[config.mk]
export PLATFORM = sky130hd
export DESIGN_NAME = bha_core
export DESIGN_NICKNAME = d
export VERILOG_FILES = /design/src/rtl/bha_pkg.sv /design/src/rtl/bha_core.sv /design/src/rtl/bha_sync.sv
export SDC_FILE = /design/constraint.sdc
export NUM_CORES = 1
export LEC_CHECK = 0
export BUFFER_PORTS_ARGS = -buffer_cell sky130_fd_sc_hd__buf_2
export CORE_MARGIN = 2
export CORE_UTILIZATION = 39
export DETAILED_ROUTE_END_ITERATION = 8
export HOLD_SLACK_MARGIN = 0.03
export PLACE_DENSITY = 0.62
export SLEW_MARGIN = 20
export SYNTH_ARGS = -nofsm -noshare
export SYNTH_HDL_FRONTEND = slang
export SYNTH_SLANG_ARGS = --single-unit
[constraint.sdc]
create_clock -name clk_sys -period 4.6 [get_ports clk_sys]
set_input_delay 1.38 -clock clk_sys [delete_from_list [all_inputs] [get_ports clk_sys]]
set_output_delay 1.38 -clock clk_sys [all_outputs]
set_load 0.02 [all_outputs]
[src/rtl/bha_pkg.sv]
package bha_pkg;
  localparam int ADDR_W = 23;
  localparam int DATA_W = 16;
  // Idle bus levels driven while reset is active
  localparam logic ADS_N_IDLE = 1'h1;
  localparam logic BE_N_IDLE = 1'h0;
  localparam logic [ADDR_W-1:0] ADDR_IDLE = 23'h7FFFFF;
  localparam logic WR_IDLE = 1'h0;
  localparam logic DC_IDLE = 1'h1;
  localparam logic MIO_IDLE = 1'h0;
  localparam logic LOCK_N_IDLE = 1'h1;
  // Piece counts of split transfers
  localparam logic [1:0] PIECES_ONE = 2'h1;
  localparam logic [1:0] PIECES_MAX = 2'h3;
  // Bus cycle states
  typedef enum logic [1:0] {BHA_IDLE, BHA_T1, BHA_T2} bha_bus_e;
  // Arbitration states
  typedef enum logic [1:0] {BHA_OWN, BHA_FLOAT, BHA_HELD} bha_arb_e;
endpackage

[src/rtl/bha_core.sv]
// Operation
// - Float address, enables, data, lock, definition, strobe; then raise grant.
// - Keep bus released while takeover request stays high.
// - Request low drops grant and redrives bus in same clock.
// - During reset the request is ignored and grant stays low.
// - Reset during hold wins; bus driven to idle levels.
// - Request is active-high level input synchronous to this clock.
// - While released only the grant is driven; all else floats.
// - One unmaskable interrupt rising edge during hold is remembered, served later.
// - No grant before current bus operation completes, any wait states.
// - 32-bit access becomes two locked 16-bit cycles, lock pin unasserted.
// - Unaligned access becomes 2 or 3 locked cycles; request deferred until end.
// - Grant delayed while lock-prefixed atomic sequence runs.
// - Reset drives idle bus levels listed for each output.
// - Cycle completes only on sampled transfer-done; ignored in first state.
`timescale 1ns/1ps
module bha_core (
  input wire logic clk_sys,
  input wire logic rstn,
  input wire logic bus_reset,
  input wire logic takeover_req,
  input wire logic xfer_done_n,
  input wire logic nmi_pin,
  input wire logic op_valid,
  input wire logic [bha_pkg::ADDR_W-1:0] op_addr,
  input wire logic op_write,
  input wire logic op_data_cycle,
  input wire logic op_mem,
  input wire logic [1:0] op_pieces,
  input wire logic op_lock_seq,
  input wire logic [bha_pkg::DATA_W-1:0] op_wdata,
  input wire logic seq_active,
  input wire logic nmi_served,
  output logic op_ready,
  output logic op_done,
  output logic [bha_pkg::DATA_W-1:0] op_rdata,
  output logic nmi_pending,
  output logic bus_grant_ack,
  output logic address_strobe_n,
  output logic address_strobe_n_oe,
  output logic upper_byte_enable_n,
  output logic lower_byte_enable_n,
  output logic byte_enable_oe,
  output logic [bha_pkg::ADDR_W-1:0] address_lines,
  output logic address_lines_oe,
  output logic write_read,
  output logic data_control,
  output logic mem_io,
  output logic cycle_def_oe,
  output logic lock_n,
  output logic lock_n_oe,
  input wire logic [bha_pkg::DATA_W-1:0] data_lines_in,
  output logic [bha_pkg::DATA_W-1:0] data_lines_out,
  output logic data_lines_oe
);
  import bha_pkg::*;

  bha_bus_e bus_st;
  bha_arb_e arb_st;
  logic [1:0] pieces_left;
  logic locked_seq;
  logic nmi_s;
  logic nmi_prev;
  logic in_reset;

  assign in_reset = bus_reset;

  bha_sync u_nmi_sync (
    .clk_sys(clk_sys),
    .rstn(rstn),
    .din(nmi_pin),
    .dout(nmi_s)
  );

  // Completion only counts past the first bus state
  wire cycle_end = (bus_st == BHA_T2) && !xfer_done_n;
  wire last_piece = (pieces_left == PIECES_ONE);
  wire op_end = cycle_end && last_piece;
  wire boundary = (bus_st == BHA_IDLE) || op_end;
  // Split pieces and atomic sequences keep the bus
  wire bus_busy = ((bus_st != BHA_IDLE) && !op_end) || locked_seq || seq_active;
  wire hold_ok = takeover_req && !in_reset && boundary && !bus_busy;
  wire released = (arb_st != BHA_OWN);
  wire start_ok = (bus_st == BHA_IDLE) && !released && !takeover_req && !in_reset;
  wire nmi_rise = nmi_s && !nmi_prev;

  assign op_ready = start_ok;

  always_ff @(posedge clk_sys or negedge rstn) begin
    if (!rstn) begin
      arb_st <= BHA_OWN;
    end else if (in_reset) begin
      arb_st <= BHA_OWN;
    end else begin
      unique case (arb_st)
        BHA_OWN: if (hold_ok) arb_st <= BHA_FLOAT;
        BHA_FLOAT: arb_st <= takeover_req ? BHA_HELD : BHA_OWN;
        BHA_HELD: if (!takeover_req) arb_st <= BHA_OWN;
      endcase
    end
  end

  always_ff @(posedge clk_sys or negedge rstn) begin
    if (!rstn) begin
      bus_st <= BHA_IDLE;
      pieces_left <= 2'h0;
      locked_seq <= 1'b0;
      address_lines <= ADDR_IDLE;
      upper_byte_enable_n <= BE_N_IDLE;
      lower_byte_enable_n <= BE_N_IDLE;
      write_read <= WR_IDLE;
      data_control <= DC_IDLE;
      mem_io <= MIO_IDLE;
      address_strobe_n <= ADS_N_IDLE;
      lock_n <= LOCK_N_IDLE;
      data_lines_out <= '0;
      op_done <= 1'b0;
      op_rdata <= '0;
    end else if (in_reset) begin
      bus_st <= BHA_IDLE;
      pieces_left <= 2'h0;
      locked_seq <= 1'b0;
      address_lines <= ADDR_IDLE;
      upper_byte_enable_n <= BE_N_IDLE;
      lower_byte_enable_n <= BE_N_IDLE;
      write_read <= WR_IDLE;
      data_control <= DC_IDLE;
      mem_io <= MIO_IDLE;
      address_strobe_n <= ADS_N_IDLE;
      lock_n <= LOCK_N_IDLE;
      op_done <= 1'b0;
    end else begin
      op_done <= 1'b0;
      unique case (bus_st)
        BHA_IDLE: begin
          if (start_ok && op_valid) begin
            bus_st <= BHA_T1;
            pieces_left <= (op_pieces == 2'h0 || op_pieces > PIECES_MAX) ?
              PIECES_ONE : op_pieces;
            locked_seq <= op_lock_seq;
            address_lines <= op_addr;
            upper_byte_enable_n <= 1'b0;
            lower_byte_enable_n <= 1'b0;
            write_read <= op_write;
            data_control <= op_data_cycle;
            mem_io <= op_mem;
            address_strobe_n <= 1'b0;
            lock_n <= !op_lock_seq;
            data_lines_out <= op_wdata;
          end else begin
            locked_seq <= locked_seq && seq_active;
          end
        end
        BHA_T1: begin
          bus_st <= BHA_T2;
          address_strobe_n <= 1'b1;
        end
        BHA_T2: begin
          if (cycle_end) begin
            op_rdata <= data_lines_in;
            if (last_piece) begin
              bus_st <= BHA_IDLE;
              op_done <= 1'b1;
              lock_n <= LOCK_N_IDLE;
              locked_seq <= seq_active;
            end else begin
              // Next piece runs back to back, no hold window
              bus_st <= BHA_T1;
              pieces_left <= pieces_left - 2'h1;
              address_lines <= address_lines + 23'h1;
              address_strobe_n <= 1'b0;
            end
          end
        end
        default: bus_st <= BHA_IDLE;
      endcase
    end
  end

  // One remembered edge, set wins over the clear
  always_ff @(posedge clk_sys or negedge rstn) begin
    if (!rstn) begin
      nmi_prev <= 1'b0;
      nmi_pending <= 1'b0;
    end else begin
      nmi_prev <= nmi_s;
      if (nmi_rise) begin
        nmi_pending <= 1'b1;
      end else if (nmi_served && !released) begin
        nmi_pending <= 1'b0;
      end
    end
  end

  // Grant only in the held state, a clock after the float
  assign bus_grant_ack = (arb_st == BHA_HELD) && !in_reset;
  wire drive = !released || in_reset;
  assign address_strobe_n_oe = drive;
  assign byte_enable_oe = drive;
  assign address_lines_oe = drive;
  assign cycle_def_oe = drive;
  assign lock_n_oe = drive;
  // Data floats in reset and on reads
  assign data_lines_oe = !released && !in_reset && (bus_st != BHA_IDLE) && write_read;

  property p_float_before_grant;
    @(posedge clk_sys) disable iff (!rstn)
    $rose(bus_grant_ack) |-> !$past(address_lines_oe) && !address_lines_oe;
  endproperty
  a_float_before_grant: assert property (p_float_before_grant)
    else $error("grant raised before outputs floated");

  // Reset may still take the grant away in mid-hold
  property p_stay;
    @(posedge clk_sys) disable iff (!rstn)
    bus_grant_ack && takeover_req && !bus_reset |=> bus_grant_ack || bus_reset;
  endproperty
  a_stay: assert property (p_stay)
    else $error("grant dropped while request held");

  property p_release;
    @(posedge clk_sys) disable iff (!rstn)
    bus_grant_ack && !takeover_req && !bus_reset |=> !bus_grant_ack && address_lines_oe;
  endproperty
  a_release: assert property (p_release)
    else $error("bus not retaken after request dropped");

  property p_reset_nogrant;
    @(posedge clk_sys) disable iff (!rstn)
    bus_reset |-> !bus_grant_ack;
  endproperty
  a_reset_nogrant: assert property (p_reset_nogrant)
    else $error("grant during reset");

  property p_reset_idle;
    @(posedge clk_sys) disable iff (!rstn)
    bus_reset ##1 bus_reset |-> address_lines_oe && address_strobe_n && lock_n
      && address_lines == ADDR_IDLE && !data_lines_oe;
  endproperty
  a_reset_idle: assert property (p_reset_idle)
    else $error("idle levels not driven in reset");

  property p_reset_levels;
    @(posedge clk_sys) disable iff (!rstn)
    bus_reset ##1 bus_reset |-> upper_byte_enable_n == BE_N_IDLE && lower_byte_enable_n == BE_N_IDLE
      && write_read == WR_IDLE && data_control == DC_IDLE && mem_io == MIO_IDLE;
  endproperty
  a_reset_levels: assert property (p_reset_levels)
    else $error("cycle definition not idle in reset");

  property p_isolate;
    @(posedge clk_sys) disable iff (!rstn)
    bus_grant_ack |-> !address_strobe_n_oe && !byte_enable_oe && !cycle_def_oe
      && !lock_n_oe && !data_lines_oe;
  endproperty
  a_isolate: assert property (p_isolate)
    else $error("pin driven during hold");

  property p_nmi_kept;
    @(posedge clk_sys) disable iff (!rstn)
    nmi_pending && bus_grant_ack |=> nmi_pending;
  endproperty
  a_nmi_kept: assert property (p_nmi_kept)
    else $error("remembered edge lost in hold");

  property p_no_mid_grant;
    @(posedge clk_sys) disable iff (!rstn)
    bus_st != BHA_IDLE |-> !bus_grant_ack;
  endproperty
  a_no_mid_grant: assert property (p_no_mid_grant)
    else $error("grant during bus cycle");

  property p_lock_pin;
    @(posedge clk_sys) disable iff (!rstn)
    !address_strobe_n && !locked_seq |-> lock_n;
  endproperty
  a_lock_pin: assert property (p_lock_pin)
    else $error("lock pin raised on split access");

  property p_split_keep;
    @(posedge clk_sys) disable iff (!rstn)
    cycle_end && !last_piece && !bus_reset |=> bus_st == BHA_T1 && !released;
  endproperty
  a_split_keep: assert property (p_split_keep)
    else $error("bus given up between split pieces");

  property p_seq_hold;
    @(posedge clk_sys) disable iff (!rstn)
    (seq_active || locked_seq) && !released |=> !released;
  endproperty
  a_seq_hold: assert property (p_seq_hold)
    else $error("bus released inside atomic sequence");

  // A reset in the first state abandons the cycle
  property p_done_first;
    @(posedge clk_sys) disable iff (!rstn)
    bus_st == BHA_T1 && !bus_reset |=> bus_st == BHA_T2;
  endproperty
  a_done_first: assert property (p_done_first)
    else $error("transfer-done honoured in first state");

  property p_grant_after_float;
    @(posedge clk_sys) disable iff (!rstn)
    $rose(bus_grant_ack) |-> $past(arb_st) == BHA_FLOAT;
  endproperty
  a_grant_after_float: assert property (p_grant_after_float)
    else $error("grant raised without a float clock");

  c_grant: cover property (@(posedge clk_sys) disable iff (!rstn) $rose(bus_grant_ack));
  c_split: cover property (@(posedge clk_sys) disable iff (!rstn)
    cycle_end && !last_piece);
  c_nmi_hold: cover property (@(posedge clk_sys) disable iff (!rstn)
    nmi_rise && bus_grant_ack);
  c_reset_hold: cover property (@(posedge clk_sys) disable iff (!rstn)
    bus_reset && takeover_req);
endmodule

[src/rtl/bha_sync.sv]
`timescale 1ns/1ps
module bha_sync (
  input wire logic clk_sys,
  input wire logic rstn,
  input wire logic din,
  output logic dout
);
  logic s1;
  logic s2;
  logic s3;
  // Stage one feeds stage two only; a change counts when two and three agree
  always_ff @(posedge clk_sys or negedge rstn) begin
    if (!rstn) begin
      s1 <= 1'b0;
      s2 <= 1'b0;
      s3 <= 1'b0;
      dout <= 1'b0;
    end else begin
      s1 <= din;
      s2 <= s1;
      s3 <= s2;
      if (s2 == s3) begin
        dout <= s3;
      end
    end
  end
endmodule

# Word level (Yosys, flattened, before mapping)
# Index checks and enable logic that the tools add are counted.
[totals]
ff_bits = 75
input_bits = 70
out_inout_bits = 72
word_cells = 138
[classes]
addsub = 2
magnitude_cmp = 1
n_eq_ne = 12
n_mux = 53
n_bitwise = 1
n_reduce_logical = 49
[op_table]
columns = ["op", "count"]
rows = [
  ["23-bit two-way mux", 4],
  ["23-bit case mux with 2 select lines", 1],
  ["1-bit two-way mux", 30],
  ["2-bit two-way mux", 12],
  ["23-bit by 1-bit adder with 23-bit output, second input constant", 1],
  ["1-bit logical AND", 17],
  ["3-bit inequality test, second input constant", 5],
  ["2-bit case mux with 3 select lines", 2],
  ["4-bit AND reduction", 3],
  ["2-bit nonzero test", 5],
  ["3-bit AND reduction", 3],
  ["1-bit logical NOT", 8],
  ["2-bit by 1-bit == test with 1-bit output, second input constant", 3],
  ["2-bit logical NOT", 3],
  ["2-bit AND reduction", 3],
  ["1-bit logical OR", 5],
  ["2-bit == test, second input constant", 2],
  ["1-bit case mux with 2 select lines", 2],
  ["2-bit case mux with 2 select lines", 1],
  ["4-bit nonzero test", 1],
  ["3-bit by 2-bit inequality test with 1-bit output, second input constant", 1],
  ["1-bit case mux with 3 select lines", 1],
  ["3-bit nonzero test", 1],
  ["2-bit greater-than comparator, second input constant", 1],
  ["other kinds (3)", 3],
]

# Depth between registers and ports, before layout
# Gate-level depths: netlist (run 1).
[depth]
ltp_word = 12
mapped_depth = 9
mapped_depth_nobuf = 6

# By module
# Synthesis (run 1) repeated with hierarchy kept, for this count alone.
[unflattened]
hier_cells = 353
area_unflattened_um2 = 3915.0
[modules_own_cells]
columns = ["module", "instances", "cells_each", "area_each_um2", "seq_area_each_um2"]
rows = [
  ["bha_core", 1, 348, 3803.6, 1784.2],
  ["bha_sync", 1, 5, 111.4, 100.1],
]

# Least setup slack after synthesis (run 1)
# Ideal clock, no wire load.
[synth_path]
path_type = "in2out"
from = "input port bus_reset"
to = "output port op_ready"
arrival_ns = 2.456
required_ns = 3.220
setup_slack_ns = 0.764
path_stages = 3
n_path_buf = 2
cell_sequence = "clkbuf_8 -> clkbuf_1 -> nor4_1"
[synth_between]
elab_chain_cells = 2
[synth_lines]
columns = ["item", "line", "source"]
rows = [
  ["from (decl)", "bha_core.sv:20", "input wire logic bus_reset,"],
  ["1-bit logical NOT", "bha_core.sv:84", "wire start_ok = (bus_st == BHA_IDLE) && !released && !takeover_req && !in_reset;"],
  ["1-bit logical AND", "bha_core.sv:84", ""],
  ["to (decl)", "bha_core.sv:34", "output logic op_ready,"],
]
# Every way passes these cells.

# Worst setup path after layout (run 1)
[layout_path]
from = "input port bus_reset"
to = "output port lock_n_oe"
[layout_between]
elab_chain_cells = 1
[layout_lines]
columns = ["item", "line", "source"]
rows = [
  ["1-bit logical OR", "bha_core.sv:197", "wire drive = !released || in_reset;"],
  ["to (decl)", "bha_core.sv:51", "output logic lock_n_oe,"],
]
# Every way passes these cells.

==> results of run 1 <==
-- placed cells by master, fill, tap and decap left out, types with 5 or more instances in the layout --
cell type	netlist	final
nand2_1	25	25
nor2_1	17	17
and4_1	5	5
inv_1	11	11
o211ai_1	5	5
o21ai_0	13	13
a2bb2oi_1	5	5
buf_2	7	138
a31oi_1	6	6
mux2_2	30	30
dfstp_2	26	26
nor4_1	6	6
nand4_1	8	8
ha_1	5	5
o22ai_1	7	7
nand3_1	12	12
a21oi_1	30	30
dfrtp_1	48	48
clkbuf_8	4	9
-- worst register-to-register path: cells and delay by family (launching register included) --
family,cells,cell delay [ps]
flops,1,720
mux,1,420
simple gates,2,1410
-- state kept, by name, summed over array words and instances (netlist names) --
register and count:
u_nmi_sync.s3 1, nmi_prev 1, address_lines 23, op_rdata 16, pieces_left 2, u_nmi_sync.dout 1, bus_st 2, mem_io 1
lock_n 1, write_read 1, u_nmi_sync.s2 1, locked_seq 1, op_done 1, data_lines_out 16, u_nmi_sync.s1 1, address_strobe_n 1
nmi_pending 1, data_control 1, arb_st 2
-- per-stage QoR --
| step | power (mW) | cells | setup slack (ps) |
|---|---|---|---|
| 2_1_floorplan | 1.62 | 370 | 764 |
| 3_3_place_gp | 1.91 | 620 | 860 |
| 3_5_place_dp | 1.92 | 620 | 848 |
| 4_1_cts | 2.45 | 636 | 841 |
| 5_1_grt | 2.57 | 636 | 737 |
| 6_report | 2.42 | 636 | 834 |
-- metal layers --
layer | up-vias | global-route usage, % | share of wire (%)
li1 | 1635 | - | -
met2 | 133 | 30.5 | 48
met1 | 1664 | 24.0 | 43
met5 | - | 0 | 0
met4 | 0 | 6.19 | 1.4
met3 | 13 | 6.25 | 7.8
-- layout make-up --
type	instances	area share [%]
Sequential cell	74	38.7
Tap cell	136	3.49
Multi-Input combinational cell	257	38.2
Timing Repair Buffer	142	14.8
Inverter	11	0.848
Clock buffer	10	2.62
Clock inverter	6	1.39
-- worst paths after layout --
| path | startpoint | endpoint | slack (ps) | cells after the start |
|---|---|---|---|---|
| max | bus_reset | lock_n_oe | 830 | 4 |
| min | u_nmi_sync.s1 | u_nmi_sync.s2 | 370 | 0 |
| max reg2reg | bus_st[1] | op_rdata[6] | 1940 | 3 |
| min reg2reg | u_nmi_sync.s1 | u_nmi_sync.s2 | 370 | 0 |
| max in group asynchronous | rstn | data_lines_out[1] | 2840 | 1 |
| min in group asynchronous | rstn | pieces_left[0] | 1160 | 1 |
-- power breakdown --
| part | switching, mW | leakage (nW) | internal [mW] |
|---|---|---|---|
| clock | 0.259 | 0.0929 | 0.253 |
| sequential | 0.121 | 0.873 | 0.844 |
| combinational | 0.573 | 1.25 | 0.373 |
-- logic make-up (layout without fill, tap and decap cells) --
family | after synthesis | in the layout | share of synthesized area, %
simple gates | 114 | 114 | 17.1
mux | 36 | 36 | 10.0
fa+ha+maj | 6 | 6 | 1.81
other cells | 1 | 2 | 0.0936
buf+inv | 39 | 169 | 6.74
compound gates | 99 | 99 | 17.2
flops | 74 | 74 | 47.0
==> run_results.csv, run 1 <==
group,metric,value,unit
synthesis,synth_cell_type_count,74,
power_and_ir_drop,ir_drop,0.000283,V
synthesis,syn_inst,369,
layout,fillers,1002,
synthesis,syn_area_per_cell,10.9,um^2
clock_network,cts_setup_buffers,0,
global_route,grt_max_degree,75,
power_and_ir_drop,power.density,497,nW/um^2
sta,timing.fmax,266,MHz
sta,relSlewSlack,32.1,%
clock_network,ctsHoldBuffers,0,
sta,post-route-period-util,81.9,%
layout,syn_to_final_growth,21.5,%
critical_path,worst_ep_required_time,3220,ps
sta,totalNegativeSetupSlack,0,ps
synthesis,ys_top_cells_by_area,"dfrtp_1, dfstp_2, mux2_2, a21oi_1, nand2_1",
routing,first_pass_iters,4,
clock_network,clk_pin_slew,70,ps
synthesis,yosys-top-cells-count,"dfrtp_1, a21oi_1, mux2_2",
critical_path,worst_setup_path_start_kind,"input pin",
synthesis,syn_area,4010,um^2
placed_design,placedInstanceArea,4680,um^2
floorplanning,die_area,11100,um^2
synthesis,yosysWarnings,0,
clock_network,cts_buffers,9,
status,outcome,"complete, no violations",
global_route,grt_pass1_vias,3491,
clock_network,cts_tree,"yes",
global_route,grt_overflow,0,
worst_hold_path,hp-class,"flip-flop to flip-flop",
sta,hold_viol_final,0,
sta,worst_pin_slew,1010,ps
sta,skew,11.2,ps
floorplanning,die_y,105,um
synthesis,yosys.area.top_type_share,30.0,%
layout,final_core_util,48.0,%
critical_path,critical_path_class,"input pin to output port",
floorplanning,placementRows,37,
critical_path,path_delay_family,"buffers and inverters",
layout,final_net_count,570,
routing,drc_errors,0,
routing,drt_iter0_drc,115,
synthesis,synth_edf_count,0,
synthesis,ys_seq_area_share,47.0,%
layout,n_antenna_cell,0,
routing,vias,3445,
routing,drt_wl_total,10400,um
clock_network,cts-root-buf,"clkbuf_8",
routing,vias_per_cell,5.42,
placed_design,dp_hpwl,7320,um
clock_network,cts_max_level,3,
sta,finalCriticalPeriod,3770,ps
floorplanning,core_area,10100,um^2
critical_path,cp-end-kind,"output port",
floorplanning,io_pins,142,
critical_path,cp_max_fo,18,
critical_path,critical-path-max-stage-delay,330,ps
critical_path,worstPathCellList,"buf_2 -> inv_1 -> nand2_1 -> buf_2",
placed_design,portBuffers,139,
synthesis,ys_seq_elements,74,
sta,final_max_slew_viol_count,0,
run,drv_cap,0,
critical_path,worst_path_most_repeated_cell,"buf_2",
placed_design,routabilityCongestion,0.829,
critical_path,cp_slowest_cell,"buf_2",
synthesis,async_flop_share,100,%
clock_network,insertion_delay,350,ps
floorplanning,start_util,39.5,%
critical_path,arrival,2390,ps
floorplanning,die_x,105,um
synthesis,synth_most_common_cell,"dfrtp_1",
critical_path,critPathBufInv,3,
power_and_ir_drop,leakage,2.21,nW
routing,drt.antenna.violating_nets,0,
clock_network,clockBufferDepth,2,
layout,design_area,4870,um^2
clock_network,clkSinkCount,74,
synthesis,yosysTopAreaCell,"dfrtp_1",
global_route,grt_first_pass_wirelength,16900,um
global_route,track_usage,18.9,%
sta,holdWs,369,ps
synthesis,synthFlopType,"dfrtp_1",
routing,routedWlPerCell,16.3,um
sta,rsz0062_at_grt,"no",
sta,finalSetupViolCount,0,
layout,drive_gt1_share,46.8,%
layout,regArea,1880,um^2
global_route,grt_antenna_before_repair,0,
layout,multi_input_area,1860,um^2
clock_network,cts_resized,0,
(Power assumes the default switching activity.)
==> run 2, diff against run 1 <==
--- a/config.mk
+++ b/config.mk
@@ -5,12 +5,13 @@
 export SDC_FILE = /design/constraint.sdc
 export NUM_CORES = 1
 export LEC_CHECK = 0
+export ABC_AREA = 1
 export BUFFER_PORTS_ARGS = -buffer_cell sky130_fd_sc_hd__buf_2
 export CORE_MARGIN = 2
 export CORE_UTILIZATION = 39
 export DETAILED_ROUTE_END_ITERATION = 8
 export HOLD_SLACK_MARGIN = 0.03
-export PLACE_DENSITY = 0.62
+export PLACE_DENSITY = 0.65
 export SLEW_MARGIN = 20
 export SYNTH_ARGS = -nofsm -noshare
 export SYNTH_HDL_FRONTEND = slang
==> constraint.sdc (replaced) <==
create_clock -name clk_sys -period 3.4 [get_ports clk_sys]
set_input_delay 1.02 -clock clk_sys [delete_from_list [all_inputs] [get_ports clk_sys]]
set_output_delay 1.02 -clock clk_sys [all_outputs]
set_load 0.02 [all_outputs]
==> run 2 against run 1 <==
  * Sequential share of layout area fell by 0.58 points
  * Total power rose by 44%
  * Largest power group unchanged
  * Hold slack got worse by 17 ps
  * Clock skew fell by 3.8 ps
  * Clock power rose by 34%
==> run_results.csv, run 2 <==
group,metric,value,unit
synthesis,syn_area_per_cell,7.64,um^2
floorplanning,die_x,105,um
power_and_ir_drop,ir_drop,0.000375,V
floorplanning,core_area,9860,um^2
synthesis,async_flop_share,100,%
sta,final_max_slew_viol_count,0,
clock_network,cts_resized,0,
floorplanning,placementRows,36,
layout,n_antenna_cell,0,
routing,drt_wl_total,10400,um
layout,top_register,"address_lines",
sta,post-route-period-util,82.1,%
global_route,grt_antenna_before_repair,0,
sta,skew,7.32,ps
critical_path,arrival,1770,ps
sta,worst_pin_slew,939,ps
clock_network,clkSinkCount,74,
routing,vias_per_cell,4.80,
critical_path,critical_path.startpoint,"bus_reset",
layout,largest_reg_flops,23,
synthesis,ys_top_cells_by_area,"dfrtp_1, dfstp_2, nand2_1, nor2_1, mux2_2",
layout,final_common_cell,"nand2_1",
synthesis,ys_seq_elements,74,
critical_path,critical_path_class,"input pin to output port",
synthesis,yosys.area.top_type_share,30.2,%
critical_path,reg2reg_from,"bus_st[1]",
global_route,track_usage,19.3,%
clock_network,cts_max_level,3,
synthesis,ys_seq_area_share,47.3,%
layout,final_cell_mix,"nand2_1, buf_2, nor2_1",
clock_network,cts-root-buf,"clkbuf_8",
floorplanning,io_pins,142,
routing,drt.antenna.violating_nets,0,
power_and_ir_drop,total_power,3.49,mW
run,drv_cap,0,
layout,final_net_count,729,
routing,drt_iter0_drc,185,
clock_network,clk_pin_slew,80,ps
layout,syn_to_final_growth,24.2,%
sta,finalSetupViolCount,0,
routing,vias,3805,
power_and_ir_drop,power.density,705,nW/um^2
critical_path,worst_ep_required_time,2380,ps
synthesis,synthFlopType,"dfrtp_1",
sta,relSlewSlack,37.4,%
critical_path,cp_max_fo,10,
synthesis,synth_most_common_cell,"nand2_1",
clock_network,cts_buffers,9,
floorplanning,die_area,11000,um^2
layout,drive_gt1_share,32.9,%
global_route,grt_overflow,0,
critical_path,cp-end-kind,"output port",
synthesis,yosysTopAreaCell,"dfrtp_1",
sta,totalNegativeSetupSlack,0,ps
routing,drc_errors,0,
layout,fillers,962,
synthesis,yosysWarnings,0,
sta,hold_viol_final,0,
power_and_ir_drop,leakage,2.61,nW
placed_design,dp_hpwl,7550,um
placed_design,portBuffers,139,
routing,first_pass_iters,4,
placed_design,routabilityCongestion,0.869,
global_route,grt_first_pass_wirelength,17300,um
clock_network,ctsHoldBuffers,0,
routing,routedWlPerCell,13.1,um
global_route,grt_pass1_vias,3673,
floorplanning,start_util,40.4,%
clock_network,insertion_delay,340,ps
synthesis,syn_inst,521,
floorplanning,die_y,105,um
global_route,grt_max_degree,75,
layout,top_regs,"address_lines x23, data_lines_out x16, op_rdata x16",
synthesis,synth_edf_count,0,
synthesis,synth_cell_type_count,35,
clock_network,clockBufferDepth,2,
synthesis,syn_area,3980,um^2
sta,finalCriticalPeriod,2790,ps
critical_path,worst_setup_path_start_kind,"input pin",
sta,rsz0062_at_grt,"no",
worst_hold_path,hp-class,"flip-flop to flip-flop",
synthesis,yosys-top-cells-count,"nand2_1, nor2_1, dfrtp_1",
clock_network,cts_tree,"yes",
status,outcome,"complete, no violations",
worst_hold_path,hold_start,"u_nmi_sync.s1",
clock_network,cts_setup_buffers,0,
sta,timing.fmax,358,MHz
-- run 2: changes by cell type after synthesis, moves of 11 or more --
| cell | change |
|---|---|
| o21ai_1 | +11 |
| mux2_2 | -15 |
| inv_1 | +28 |
| nor2_1 | +62 |
| nand2_1 | +143 |
| nand3_1 | +16 |
-- run 2: where the power goes --
group	total, mW	switching [mW]	internal, mW
Sequential	1.43	0.215	1.22
Combinational	1.37	0.893	0.481
Clock	0.684	0.343	0.341
-- run 2: cell type report --
| class | count | area (um^2) | area share, % |
|---|---|---|---|
| Clock buffer | 10 | 128 | 2.58 |
| Clock inverter | 6 | 67.6 | 1.37 |
| Inverter | 45 | 174 | 3.52 |
| Multi-Input combinational cell | 381 | 1800 | 36.3 |
| Sequential cell | 74 | 1880 | 38.1 |
| Tap cell | 133 | 166 | 3.37 |
| Timing Repair Buffer | 143 | 728 | 14.7 |
-- run 2: worst paths after layout --
kind,slack (ps),depth (start not counted),end
max,610,5,op_ready
min,350,0,u_nmi_sync.s2
max reg2reg,1320,7,address_lines[13]
min reg2reg,350,0,u_nmi_sync.s2
max in group asynchronous,1970,1,mem_io
min in group asynchronous,820,1,locked_seq
-- run 2: worst max-delay path, cell delays in order --
cell and delay (ps):
buf_2 150, inv_4 130, nand2_2 80, nor3_1 180
buf_2 200
-- run 2: cell families (layout without fill, tap and decap cells) --
family | Yosys count | count (layout) | synth area share, %
buffers and inverters | 67 | 204 | 7.67
AND/OR/NAND/NOR | 294 | 294 | 30.2
other | 1 | 2 | 0.0942
flip-flops | 74 | 74 | 47.3
adder cells (fa/ha/maj) | 6 | 6 | 1.82
multiplexers | 16 | 16 | 4.52
AO/OA/AOI/OAI | 63 | 63 | 8.42
-- run 2: through the flow --
stage	hold slack [ps]	util, %	setup WS, ps	instance area, um^2	std cells
after floorplan	331	-	614	3990	522
after global placement	333	48.1	635	4750	776
after detailed placement	336	48.1	618	4750	776
after CTS	356	50.1	611	4940	792
after global routing	373	50.1	549	4940	792
final	352	50.1	610	4940	792
-- run 2: routing by layer --
layer	GRT usage (%)	share of wire, %	wire, um
met1	24.6	44	4530
met3	5.74	8.0	836
met2	32.0	47	4930
met5	0	0	0
met4	4.76	1.0	108
